### src/rtl/expander_pkg.sv
/*
  Shared constants and types for the four-port expander register block.
  Assumes a single 40 MHz clock domain; pins are synchronised in the block.
*/
package expander_pkg;
  // Register addresses
  localparam logic [7:0] ADDR_RSVD_LOW = 8'h00;
  localparam logic [7:0] ADDR_PORT_FIRST = 8'h01;
  localparam logic [7:0] ADDR_PORT_LAST = 8'h04;
  localparam logic [7:0] ADDR_CFG_FLAGS = 8'h26;
  localparam logic [7:0] ADDR_CFG_FUNC = 8'h27;
  localparam logic [7:0] ADDR_RSVD_HIGH_FIRST = 8'h3c;
  localparam logic [7:0] ADDR_RSVD_HIGH_LAST = 8'h3f;
  // Reset and fixed read values
  localparam logic [7:0] PORT_RESET = 8'h80;
  localparam logic [7:0] CFG_FLAGS_RESET = 8'hec;
  localparam logic [7:0] CFG_FUNC_RESET = 8'h8f;
  localparam logic [7:0] RSVD_LOW_VALUE = 8'h80;
  localparam logic [7:0] RSVD_HIGH_VALUE = 8'h00;
  localparam logic [7:0] UNMAPPED_VALUE = 8'h00;
  // Function register: bits D6..D4 read as zero
  localparam logic [7:0] CFG_FUNC_WR_MASK = 8'h8f;
  // Function register bit positions, 1 = port used as plain I/O
  localparam int FUNC_P1_GPIO = 1;
  localparam int FUNC_P2_GPIO = 2;
  localparam int FUNC_P3_GPIO = 3;
  // Port indices
  localparam int P1_IDX = 0;
  localparam int P2_IDX = 1;
  localparam int P3_IDX = 2;
  localparam int NUM_PORTS = 4;
  // Serial link figures
  localparam logic [6:0] SLAVE_ADDR_DEFAULT = 7'h4c;
  localparam logic [3:0] BITS_PER_BYTE = 4'h8;

  // Port register: input view (b6 supply ref, b5 irq enable, low[2] debounce)
  // output view (b6 push-pull, b5 blink, low duty)
  typedef struct packed {
    logic is_input;
    logic mode_b6;
    logic mode_b5;
    logic [4:0] low;
  } port_reg_t;

  // Writable part of the flags register
  typedef struct packed {
    logic [3:0] blink_sel;
    logic tmr_clr;
    logic por_clr;
  } flags_cfg_t;

  // Pins passing through the synchroniser
  typedef struct packed {
    logic scl;
    logic sda;
    logic rst_n;
    logic [3:0] port;
  } pins_t;

  localparam pins_t PINS_IDLE = '{scl: 1'b1, sda: 1'b1, rst_n: 1'b1, port: 4'h0};

  // Serial slave states
  typedef enum {S_IDLE, S_ADDR, S_ADDR_ACK, S_REG, S_REG_ACK, S_WR, S_WR_ACK, S_RD, S_RD_ACK} i2c_state_t;
endpackage

### src/rtl/four_port_expander_regs.sv
/*
  Four-port expander: serial slave, register bank, transition flags,
  reset-pin options, blink counter and port pin drivers.
  Assumes SCL, SDA, the reset pin and port inputs are asynchronous pins.
*/
`timescale 1ns/1ps
// Overview of operation
// - Ports come up as inputs
// - Interrupt status flag starts inactive high
// - One port register each at 0x01..0x04
// - Pointer auto-increments; 0x05, 0x28 empty
// - Port registers reset to 0x80
// - Flags register resets to 0xec
// - Function register resets to 0x8f
// - D7 low after enabled port interrupt
// - D6 low after any input transition
// - Timer bit lets reset pin clear blink counter
// - POR bit lets reset pin restore registers
// - Prescaler bits choose global blink rate
// - First port open-drain only, others push-pull when D6 set
// - Function D1 low makes first port interrupt
// - Port D5 enables its transition interrupt
// - Port D1 shows transition since last read
module four_port_expander_regs #(
  parameter logic [6:0] SLAVE_ADDR = expander_pkg::SLAVE_ADDR_DEFAULT,
  parameter int BLINK_BASE = 13,
  parameter int BLINK_W = BLINK_BASE + 16
) (
  // Clock and power-on reset
  input wire logic CLK,
  input wire logic RST_N,
  // Serial link
  input wire logic SCL,
  input wire logic SDA_IN,
  output logic SDA_OUT,
  output logic SDA_OE,
  // Reset pin
  input wire logic RESET_PIN_N,
  // Port pins
  input wire logic [3:0] PORT_IN,
  output logic [3:0] PORT_OUT,
  output logic [3:0] PORT_OE
);
  // Synchroniser stages; s3 only serves edge detection
  expander_pkg::pins_t s1_q, s2_q, s3_q;
  // Serial slave state
  expander_pkg::i2c_state_t st_q, st_d;
  logic [3:0] cnt_q, cnt_d; // Bit counter
  logic [7:0] sh_q, sh_d; // Shift register
  logic [7:0] ptr_q, ptr_d; // Register pointer
  logic rw_q, rw_d; // Read requested
  logic ack_ok_q, ack_ok_d; // Master acknowledged
  logic sda_oe_q, sda_oe_d; // Pull SDA low
  // Register bank
  expander_pkg::port_reg_t port_q [expander_pkg::NUM_PORTS];
  expander_pkg::port_reg_t port_d [expander_pkg::NUM_PORTS];
  expander_pkg::flags_cfg_t flags_q, flags_d;
  logic [7:0] func_q, func_d;
  logic [3:0] trans_q, trans_d; // Per-port transition seen
  logic tflag_q, tflag_d; // Any transition seen
  logic [BLINK_W-1:0] blink_q, blink_d;
  // Pin drivers
  logic [3:0] out_q, out_d, oe_q, oe_d;
  // Decoded events
  logic scl_rise, scl_fall, start, stop, pin_ev;
  logic [3:0] trans_ev;
  logic irq_pend, phase, level;
  logic rd_now, wr_now;
  logic [1:0] pidx;
  logic [7:0] rd_data, flags_rd;

  // Two-stage synchroniser plus edge history
  always_ff @(posedge CLK or negedge RST_N)
  begin
    if (!RST_N)
    begin
      s1_q <= expander_pkg::PINS_IDLE;
      s2_q <= expander_pkg::PINS_IDLE;
      s3_q <= expander_pkg::PINS_IDLE;
    end
    else
    begin
      s1_q <= '{scl: SCL, sda: SDA_IN, rst_n: RESET_PIN_N, port: PORT_IN};
      s2_q <= s1_q;
      s3_q <= s2_q;
    end
  end

  // Edge and condition decode from settled samples
  assign scl_rise = s2_q.scl && !s3_q.scl;
  assign scl_fall = !s2_q.scl && s3_q.scl;
  assign start = s2_q.scl && s3_q.scl && !s2_q.sda && s3_q.sda;
  assign stop = s2_q.scl && s3_q.scl && s2_q.sda && !s3_q.sda;
  assign pin_ev = !s2_q.rst_n && s3_q.rst_n;
  // Input-mode level changes only
  always_comb
  begin
    for (int k = 0; k < expander_pkg::NUM_PORTS; k++)
      trans_ev[k] = port_q[k].is_input && (s2_q.port[k] != s3_q.port[k]);
  end
  // Enabled transitions raise the interrupt
  // Only ports in input mode count; in output mode D5 selects blink
  assign irq_pend = |(trans_q & {port_q[3].mode_b5 & port_q[3].is_input, port_q[2].mode_b5 & port_q[2].is_input,
    port_q[1].mode_b5 & port_q[1].is_input, port_q[0].mode_b5 & port_q[0].is_input});
  // Global blink phase picked by prescaler
  assign phase = blink_q[BLINK_BASE + int'(flags_q.blink_sel)];

  // Read multiplexer
  always_comb
  begin
    pidx = 2'(ptr_q - expander_pkg::ADDR_PORT_FIRST);
    flags_rd = {!irq_pend, !tflag_q, flags_q};
    if (ptr_q >= expander_pkg::ADDR_PORT_FIRST && ptr_q <= expander_pkg::ADDR_PORT_LAST)
    begin
      // Input view shows transition and live level
      if (port_q[pidx].is_input)
        rd_data = {port_q[pidx][7:2], trans_q[pidx], s2_q.port[pidx]};
      else
        rd_data = port_q[pidx];
    end
    else if (ptr_q == expander_pkg::ADDR_CFG_FLAGS)
      rd_data = flags_rd;
    else if (ptr_q == expander_pkg::ADDR_CFG_FUNC)
      rd_data = func_q;
    else if (ptr_q == expander_pkg::ADDR_RSVD_LOW)
      rd_data = expander_pkg::RSVD_LOW_VALUE;
    else if (ptr_q >= expander_pkg::ADDR_RSVD_HIGH_FIRST && ptr_q <= expander_pkg::ADDR_RSVD_HIGH_LAST)
      rd_data = expander_pkg::RSVD_HIGH_VALUE;
    else
      rd_data = expander_pkg::UNMAPPED_VALUE; // Empty slots such as 0x05, 0x28
  end

  // Serial slave and register bank next state
  always_comb
  begin
    st_d = st_q;
    cnt_d = cnt_q;
    sh_d = sh_q;
    ptr_d = ptr_q;
    rw_d = rw_q;
    ack_ok_d = ack_ok_q;
    sda_oe_d = sda_oe_q;
    port_d = port_q;
    flags_d = flags_q;
    func_d = func_q;
    trans_d = trans_q;
    tflag_d = tflag_q;
    blink_d = blink_q + BLINK_W'(1);
    rd_now = 1'b0;
    wr_now = 1'b0;
    // Frame control; reset pin low frees the link
    if (start)
    begin
      st_d = expander_pkg::S_ADDR;
      cnt_d = '0;
      sda_oe_d = 1'b0;
    end
    else if (stop || !s2_q.rst_n)
    begin
      st_d = expander_pkg::S_IDLE;
      sda_oe_d = 1'b0;
    end
    else if (scl_rise)
    begin
      case (st_q)
        // Sample incoming bits
        expander_pkg::S_ADDR, expander_pkg::S_REG, expander_pkg::S_WR:
        begin
          sh_d = {sh_q[6:0], s2_q.sda};
          cnt_d = cnt_q + 4'h1;
        end
        // Count outgoing bits
        expander_pkg::S_RD:
          cnt_d = cnt_q + 4'h1;
        // Master acknowledge is SDA low
        expander_pkg::S_RD_ACK:
          ack_ok_d = !s2_q.sda;
        default:
          cnt_d = cnt_q;
      endcase
    end
    else if (scl_fall)
    begin
      case (st_q)
        // Slave address match
        expander_pkg::S_ADDR:
          if (cnt_q == expander_pkg::BITS_PER_BYTE)
          begin
            if (sh_q[7:1] == SLAVE_ADDR)
            begin
              st_d = expander_pkg::S_ADDR_ACK;
              rw_d = sh_q[0];
              sda_oe_d = 1'b1;
            end
            else
              st_d = expander_pkg::S_IDLE;
          end
        // Register address byte
        expander_pkg::S_REG:
          if (cnt_q == expander_pkg::BITS_PER_BYTE)
          begin
            ptr_d = sh_q;
            st_d = expander_pkg::S_REG_ACK;
            sda_oe_d = 1'b1;
          end
        // Data byte written, pointer advances
        expander_pkg::S_WR:
          if (cnt_q == expander_pkg::BITS_PER_BYTE)
          begin
            wr_now = 1'b1;
            ptr_d = ptr_q + 8'h01;
            st_d = expander_pkg::S_WR_ACK;
            sda_oe_d = 1'b1;
          end
        // After own ack, writes continue
        expander_pkg::S_REG_ACK, expander_pkg::S_WR_ACK:
        begin
          st_d = expander_pkg::S_WR;
          cnt_d = '0;
          sda_oe_d = 1'b0;
        end
        // Shift out, release after eighth bit
        expander_pkg::S_RD:
          if (cnt_q == expander_pkg::BITS_PER_BYTE)
          begin
            st_d = expander_pkg::S_RD_ACK;
            sda_oe_d = 1'b0;
          end
          else
          begin
            sh_d = {sh_q[6:0], 1'b0};
            sda_oe_d = !sh_q[6];
          end
        // Load a read byte or end/turn the frame
        expander_pkg::S_ADDR_ACK, expander_pkg::S_RD_ACK:
          if ((st_q == expander_pkg::S_ADDR_ACK && rw_q) || (st_q == expander_pkg::S_RD_ACK && ack_ok_q))
          begin
            rd_now = 1'b1;
            sh_d = rd_data;
            ptr_d = ptr_q + 8'h01;
            cnt_d = '0;
            st_d = expander_pkg::S_RD;
            sda_oe_d = !rd_data[7];
          end
          else if (st_q == expander_pkg::S_ADDR_ACK)
          begin
            st_d = expander_pkg::S_REG;
            cnt_d = '0;
            sda_oe_d = 1'b0;
          end
          else
          begin
            st_d = expander_pkg::S_IDLE;
            sda_oe_d = 1'b0;
          end
        default:
          st_d = st_q;
      endcase
    end
    // Reads clear the transition flags they report (port D1, flags D6); D7 follows port bits
    if (rd_now && ptr_q >= expander_pkg::ADDR_PORT_FIRST && ptr_q <= expander_pkg::ADDR_PORT_LAST)
      trans_d[pidx] = 1'b0;
    if (rd_now && ptr_q == expander_pkg::ADDR_CFG_FLAGS)
      tflag_d = 1'b0;
    // Register writes; reserved and empty slots ignore them
    if (wr_now)
    begin
      if (ptr_q >= expander_pkg::ADDR_PORT_FIRST && ptr_q <= expander_pkg::ADDR_PORT_LAST)
        port_d[pidx] = sh_q;
      else if (ptr_q == expander_pkg::ADDR_CFG_FLAGS)
        flags_d = sh_q[5:0]; // Flags D7 D6 are read-only
      else if (ptr_q == expander_pkg::ADDR_CFG_FUNC)
        func_d = sh_q & expander_pkg::CFG_FUNC_WR_MASK;
    end
    // New transitions win over a clearing read
    for (int k = 0; k < expander_pkg::NUM_PORTS; k++)
      if (trans_ev[k])
      begin
        trans_d[k] = 1'b1;
        tflag_d = 1'b1;
      end
    // Reset pin options
    if (pin_ev && flags_q.tmr_clr)
      blink_d = '0;
    if (pin_ev && flags_q.por_clr)
    begin
      for (int k = 0; k < expander_pkg::NUM_PORTS; k++)
        port_d[k] = expander_pkg::PORT_RESET;
      flags_d = expander_pkg::CFG_FLAGS_RESET[5:0];
      func_d = expander_pkg::CFG_FUNC_RESET;
      trans_d = '0;
      tflag_d = 1'b0;
    end
  end

  // Serial slave and register bank registers
  always_ff @(posedge CLK or negedge RST_N)
  begin
    if (!RST_N)
    begin
      st_q <= expander_pkg::S_IDLE;
      cnt_q <= '0;
      sh_q <= '0;
      ptr_q <= '0;
      rw_q <= 1'b0;
      ack_ok_q <= 1'b0;
      sda_oe_q <= 1'b0;
      for (int k = 0; k < expander_pkg::NUM_PORTS; k++)
        port_q[k] <= expander_pkg::PORT_RESET;
      flags_q <= expander_pkg::CFG_FLAGS_RESET[5:0];
      func_q <= expander_pkg::CFG_FUNC_RESET;
      trans_q <= '0;
      tflag_q <= 1'b0;
      blink_q <= '0;
    end
    else
    begin
      st_q <= st_d;
      cnt_q <= cnt_d;
      sh_q <= sh_d;
      ptr_q <= ptr_d;
      rw_q <= rw_d;
      ack_ok_q <= ack_ok_d;
      sda_oe_q <= sda_oe_d;
      port_q <= port_d;
      flags_q <= flags_d;
      func_q <= func_d;
      trans_q <= trans_d;
      tflag_q <= tflag_d;
      blink_q <= blink_d;
    end
  end

  // Port drive selection
  always_comb
  begin
    level = 1'b0;
    for (int k = 0; k < expander_pkg::NUM_PORTS; k++)
    begin
      // Output level: nonzero duty, gated by blink phase in blink mode
      level = (|port_q[k].low) && (!port_q[k].mode_b5 || phase);
      out_d[k] = 1'b0;
      oe_d[k] = 1'b0;
      if (k == expander_pkg::P1_IDX && !func_q[expander_pkg::FUNC_P1_GPIO])
        oe_d[k] = irq_pend;
      else if (k == expander_pkg::P3_IDX && !func_q[expander_pkg::FUNC_P3_GPIO])
      begin
        oe_d[k] = 1'b1;
        out_d[k] = blink_q[0];
      end
      else if (port_q[k].is_input || (k == expander_pkg::P2_IDX && !func_q[expander_pkg::FUNC_P2_GPIO]))
        oe_d[k] = 1'b0;
      else if (port_q[k].mode_b6 && k != expander_pkg::P1_IDX)
      begin
        oe_d[k] = 1'b1;
        out_d[k] = level;
      end
      else
        oe_d[k] = !level;
    end
  end

  // Pin driver registers
  always_ff @(posedge CLK or negedge RST_N)
  begin
    if (!RST_N)
    begin
      out_q <= '0;
      oe_q <= '0;
    end
    else
    begin
      out_q <= out_d;
      oe_q <= oe_d;
    end
  end

  assign PORT_OUT = out_q;
  assign PORT_OE = oe_q;
  assign SDA_OE = sda_oe_q;
  assign SDA_OUT = out_q[0] & 1'b0;
endmodule

### config.mk
export PLATFORM = sky130hd
export DESIGN_NAME = four_port_expander_regs
export DESIGN_NICKNAME = d
export VERILOG_FILES = /design/src/rtl/expander_pkg.sv /design/src/rtl/four_port_expander_regs.sv
export SDC_FILE = /design/constraint.sdc
export NUM_CORES = 1
export LEC_CHECK = 0
export BUFFER_PORTS_ARGS = -buffer_cell sky130_fd_sc_hd__buf_2
export CORE_ASPECT_RATIO = 1.75
export CORE_UTILIZATION = 40
export CTS_CLUSTER_DIAMETER = 60
export DETAILED_ROUTE_END_ITERATION = 8
export GPL_TIMING_DRIVEN = 0
export SLEW_MARGIN = 20
export SYNTH_ARGS = -nofsm -noshare
export SYNTH_HDL_FRONTEND = slang
export SYNTH_SLANG_ARGS = --single-unit
### constraint.sdc
create_clock -name CLK -period 2.71 [get_ports CLK]
set_clock_uncertainty 0.15 [all_clocks]
set_input_delay 0 -clock CLK [delete_from_list [all_inputs] [get_ports CLK]]
set_output_delay 0 -clock CLK [all_outputs]
set_load 0.03 [all_outputs]
# == Yosys cells after proc, flatten, opt, wreduce, memory -nomap -nowiden ==
# Cells that the tools add are included.
# classes
add_sub_neg,5
order_cmp,7
eq_ne,36
mux,113
bitwise_logic,11
reduce_logical,89
# ops
op,n
32-bit 2-to-1 mux,11
32-bit one-hot mux with 6 select lines,1
8-bit 2-to-1 mux,21
32-bit by 3-bit == test with 1-bit output (second input constant),5
32-bit by 2-bit == test with 1-bit output (second input constant),2
1-bit 2-to-1 mux,52
4-bit 2-to-1 mux,9
32-bit bitwise mux,1
32-bit by 1-bit == test with 1-bit output (second input constant),1
32-bit by 4-bit == test with 1-bit output (second input constant),1
32-bit by 5-bit == test with 1-bit output (second input constant),1
29-bit by 1-bit adder with 29-bit output (second input constant),1
29-bit 2-to-1 mux,1
1-bit logical AND,26
6-bit 2-to-1 mux,4
8-bit one-hot mux with 3 select lines,1
3-bit nonzero test,8
7-bit AND reduction,3
4-bit inequality test (second input constant),5
5-bit OR reduction,4
1-bit logical NOT,18
8-bit binary-select mux with 2-bit select,1
8-bit demux with 2-bit select,1
8-bit by 6-bit == test with 1-bit output (second input constant),2
other kinds (50),81
# word_totals
reg_bits,163
inputBits,9
output_inout_bits,10
elab_cells,308

# == Depth between registers and ports, before layout ==
# logic_depth
ltp_word,16
ltp_mapped,10
depth_no_buf,8

# == Worst setup path after synthesis ==
# No wires, ideal clock.
# synth_timing
path_kind,register to register
from,register s3_q[6] (netlist bit)
to,register port_q[29] (netlist bit)
setup_ns,0.123
t_arrival_ns,2.318
required_time_ns,2.437
path_slack_ns,0.118
stages_incl_launch_ff,11
n_path_buf,2
synth_period_minus_slack_ns,2.592
cell_sequence,dfstp_2 > inv_1 > ha_1 > clkbuf_1 > nor2b_1 > o211ai_1 > nor4_4 > nand2_2 > buf_2 > nand3_1 > o21ai_1
# synth_via
elab_chain_len,8
word_cells_on_any_way,15
classes_between,mux: 4; reduce/logical: 11
# synth_rtl
item,line,source
start: declaration,four_port_expander_regs.sv:45,"expander_pkg::pins_t s1_q, s2_q, s3_q;"
start signal: assignment,four_port_expander_regs.sv:79,s3_q <= expander_pkg::PINS_IDLE;
start signal: assignment,four_port_expander_regs.sv:85,s3_q <= s2_q;
1-bit logical AND,"four_port_expander_regs.sv:92, four_port_expander_regs.sv:93",
1-bit logical AND (2 in series),four_port_expander_regs.sv:93,assign stop = s2_q.scl && s3_q.scl && s2_q.sda && !s3_q.sda;
1-bit logical OR,four_port_expander_regs.sv:158,else if (stop || !s2_q.rst_n)
1-bit 2-to-1 mux,four_port_expander_regs.sv:158,
1-bit 2-to-1 mux (*),four_port_expander_regs.sv:152,if (start)
2-bit nonzero test (no source line) (*),-,
2-bit AND reduction (no source line) (*),-,
end signal: indexed assignment,four_port_expander_regs.sv:309,port_q[k] <= expander_pkg::PORT_RESET;
end signal: assignment,four_port_expander_regs.sv:325,port_q <= port_d;
end: declaration,four_port_expander_regs.sv:55,expander_pkg::port_reg_t port_q [expander_pkg::NUM_PORTS];
# Mark *: on every way between the ends. The rest lies on a longest branch, timed or not.
# A chain may end at the register's enable or synchronous reset.

# == Worst setup path in the final report ==
# layout_timing
from,register flags_q[2] (netlist bit)
to,register oe_q[0] (netlist: PORT_OE[0])
# layout_via
elab_chain_len,9
# layout_rtl
item,line,source
start: declaration,four_port_expander_regs.sv:57,"expander_pkg::flags_cfg_t flags_q, flags_d;"
start signal: assignment,four_port_expander_regs.sv:310,flags_q <= expander_pkg::CFG_FLAGS_RESET[5:0];
start signal: assignment,four_port_expander_regs.sv:326,flags_q <= flags_d;
4-bit by 4-bit adder with 5-bit output,four_port_expander_regs.sv:106,assign phase = blink_q[BLINK_BASE + int'(flags_q.blink_sel)];
1-bit binary-select mux with 5-bit select,four_port_expander_regs.sv:106,
1-bit 2-to-1 mux (implied by the code) (2 in series),four_port_expander_regs.sv:106,
1-bit logical OR,four_port_expander_regs.sv:341,level = (|port_q[k].low) && (!port_q[k].mode_b5 || phase);
1-bit logical AND,four_port_expander_regs.sv:341,
1-bit logical NOT,four_port_expander_regs.sv:359,oe_d[k] = !level;
1-bit 2-to-1 mux,four_port_expander_regs.sv:351,else if (port_q[k].is_input || (k == expander_pkg::P2_IDX && !func_q[expander_pkg::FUNC_P2_GPIO]))
1-bit 2-to-1 mux,four_port_expander_regs.sv:344,if (k == expander_pkg::P1_IDX && !func_q[expander_pkg::FUNC_P1_GPIO])
named net oe_d[0],four_port_expander_regs.sv:63,"logic [3:0] out_q, out_d, oe_q, oe_d;"
end signal: assignment,four_port_expander_regs.sv:369,oe_q <= '0;
end signal: assignment,four_port_expander_regs.sv:374,oe_q <= oe_d;
end: declaration,four_port_expander_regs.sv:63,
# The timed path passes the listed nets, and every way through them passes these cells. The select of a mux whose other input is x is not followed.

==> flow_metrics.py <==
metrics = {
    "run_status": {
        "status": "completed",
    },
    "clocking": {
        "cts_buffer_depth": 2,
        "cts-root-buf": "clkbuf_16",
        "cts_buffers": 17,
        "clk_pin_slew_ns": 0.06,
        "cts_tree": "done",
        "cts_sinks": 132,
        "clkLatencyLatePin_ns": 0.43,
        "htreeDepth": 4,
    },
    "placement": {
        "placed_cell_area_um2": 7420,
        "place_congestion": 0.902,
        "place_ws_ns": -0.576,
        "port-buffer-count": 16,
        "post-dp-hpwl_um": 13800,
        "dp.cells": 965,
    },
    "final_layout": {
        "layout.cells.most_common": "dfrtp_1",
        "multi_input_area_um2": 3540,
        "antennaDiodeCount": 0,
        "fillers": 1641,
        "nets": 795,
        "final_util": 0.489,
        "instances_no_fill": 1012,
        "final_layout_size_suffix_gt1_frac": 0.189,
        "final_cell_mix": "dfrtp_1, nand3_1, nor2_1, nand2_1, a21oi_1",
        "postLayoutCellArea_um2": 8330,
        "regArea_um2": 3330,
        "layout-area-overhead-vs-synth_pct": 18.6,
    },
    "route": {
        "initialDrtViolationCount": 384,
        "viasPerCell": 5.78,
        "drc_errors": 0,
        "wl_per_cell_um": 18.9,
        "drt-total-wl_um": 19200,
        "postRouteAntennaNets": 0,
        "vias": 5851,
        "dr.pass1.iters": 5,
    },
    "global_routing": {
        "grt_pass1_vias": 5955,
        "groute.usage.overall": 0.230,
        "grt_overflow": 0,
        "grt_pass1_wl_um": 31400,
        "grt_max_degree": 74,
        "antenna_found_initial": 0,
    },
    "floorplan": {
        "placementRows": 63,
        "die_height_um": 177,
        "io_pins": 19,
        "core_um2": 17000,
        "fp.dieW_um": 102,
        "start_util": 0.412,
        "die-area_um2": 18100,
    },
    "pwr": {
        "p_leak_nw": 3.43,
        "p_comb_frac": 0.029,
        "ir_drop_v": 0.000465,
        "power_density_nw_per_um2": 536,
        "power_switching_mw": 1.01,
        "pwr-share-clk": 0.519,
        "p_int_mw": 3.46,
        "swShare": 0.226,
        "p_seq_frac": 0.452,
    },
    "critical_path": {
        "slowest_delay_ns": 0.56,
        "worstSetupPathType": "flip-flop to flip-flop",
        "crit_arrival_ns": 2.80,
        "crit_start": "flags_q[2]",
        "crit_family": "compound AO/OA/AOI/OAI gates",
        "r2r_start": "flags_q[2]",
        "critical_path.slowest_cell": "dfstp_2",
        "cp.required_ns": 2.87,
        "cp-end-kind": "flip-flop",
        "crit_buf_inv": 1,
        "path_max_fanout": 9,
        "path_cells": "buf_6, mux4_2, a311o_1, nor3_4, a221oi_2, o22ai_1",
        "startpoint_type": "flip-flop",
    },
    "synthesis": {
        "synth_area_um2": 7020,
        "async_flop_share": 1.00,
        "ys.flop_type": "dfrtp_1",
        "synth_edf_count": 0,
        "netlist_instances": 720,
        "ys_ff_latch": 132,
        "synth_warnings": 0,
        "synth-seq-area-share": 0.474,
        "ys_types": 69,
        "synth_area_per_cell_um2": 9.75,
    },
    "sta": {
        "rsz0062_at_grt": "no",
        "clock.fmax_mhz": 379,
        "drv_slew": 0,
        "period_minus_slack_ns": 2.64,
        "hold_viol": 0,
        "slew_headroom": 0.488,
        "tightestPinTransition_ns": 0.762,
        "setup_ws_ns": 0.0706,
        "period_share": 0.974,
        "setup_violations": 0,
    },
    "run": {
        "maxCapViolCount": 0,
    },
    "min_path": {
        "hold_path_class": "input port to async pin",
    },
}
## layout make-up
type                            count  share of cell area
Buffer                             38              0.0231
Clock buffer                       19              0.0544
Clock inverter                     13              0.0179
Inverter                           19             0.00886
Multi-Input combinational cell    527               0.425
Sequential cell                   132               0.400
Tap cell                          227              0.0341
Timing Repair Buffer               37              0.0370
## synth_stat cells, types with 4 or more instances
master      n  area share
a22oi_1     6      0.0064
mux4_2     13       0.042
nand2_1    61       0.033
nor2b_1     6      0.0053
a21o_1      4      0.0043
o21ai_1    23       0.016
mux2_2      4      0.0064
nand2b_1    9      0.0080
inv_1      19       0.010
a211oi_1    5      0.0053
nand3_1    70       0.050
o21ai_0    43       0.031
or4_1       4      0.0043
xor2_1     26       0.032
o211ai_1    6      0.0064
xnor2_1     7      0.0087
nor3_1      9      0.0064
dfrtp_1   111        0.40
dfstp_2    21       0.079
buf_2      10      0.0071
nand4_1    11      0.0098
ha_1       14       0.025
nand2_2     4      0.0036
and4_1      4      0.0050
clkbuf_1   26       0.014
and3_1     11      0.0098
a31oi_1     4      0.0036
mux2i_1    10       0.014
nor2_1     64       0.034
nand3b_1    9      0.0096
a21oi_1    40       0.029
## worst paths after layout
check                        endpoint  slack (ns)  cells after the start
min reg2reg                   s2_q[0]        0.20                      0
min in group CLK              s1_q[0]        0.07                      2
max                        PORT_OE[0]        0.07                      6
max in group asynchronous     s1_q[4]        1.94                      3
max reg2reg                PORT_OE[0]        0.07                      6
min                           s2_q[5]        0.03                      2
## worst register-to-register path, cell delays in order (launching register included)
cell and delay (ns):
dfstp_2 0.56, buf_6 0.17, mux4_2 0.54, a311o_1 0.32
nor3_4 0.37, a221oi_2 0.15, o22ai_1 0.27
## registers in the layout, indices dropped and copies added (netlist names), 3 cells and up
name      count
st_q          4
func_q        5
blink_q      29
ptr_q         8
PORT_OUT      3
PORT_OE       4
port_q       32
s2_q          7
trans_q       4
sh_q          8
s3_q          7
cnt_q         4
s1_q          7
flags_q       6
## power groups by stage
stage               clock (mW)  combinational [mW]  sequential, mW
finish                    2.32               0.127            2.02
global route              2.45               0.144            2.02
CTS                       2.38               0.130            2.02
detailed placement           0               0.112            2.05
global placement             0               0.102            2.05
floorplan                    0              0.0442            2.04
## per-layer routing
metal	track usage	part of all wire	up-vias
met5	0	0	-
met4	0.142	0.048	0
met3	0.0399	0.036	64
met2	0.403	0.54	189
met1	0.254	0.38	2889
li1	-	-	2709
## through the flow
step           power (mW)  setup TNS (ns)  hold slack [ns]
2_1_floorplan        2.09               0           -0.446
3_3_place_gp         2.15          -56.50          -0.0441
3_5_place_dp         2.16          -25.93           -0.188
4_1_cts              4.52               0           0.0174
5_1_grt              4.62               0           0.0256
6_report             4.47               0           0.0274
## what timing repair did
item,in CTS,in global routing
hold endpoints to repair,128,0
setup buffers,4,7
gates resized for setup,16,25
setup endpoints to repair,70,60
pin swaps,6,5
hold buffers,9,0
## kinds of logic after synthesis
logic type | share of synthesized area
simple gates | 0.221
compound gates | 0.138
flops | 0.474
buf+inv | 0.0376
xor+xnor | 0.0412
mux | 0.0624
fa+ha+maj | 0.0250
other cells | 0.000534
Power figures use the tool's default switching activity.
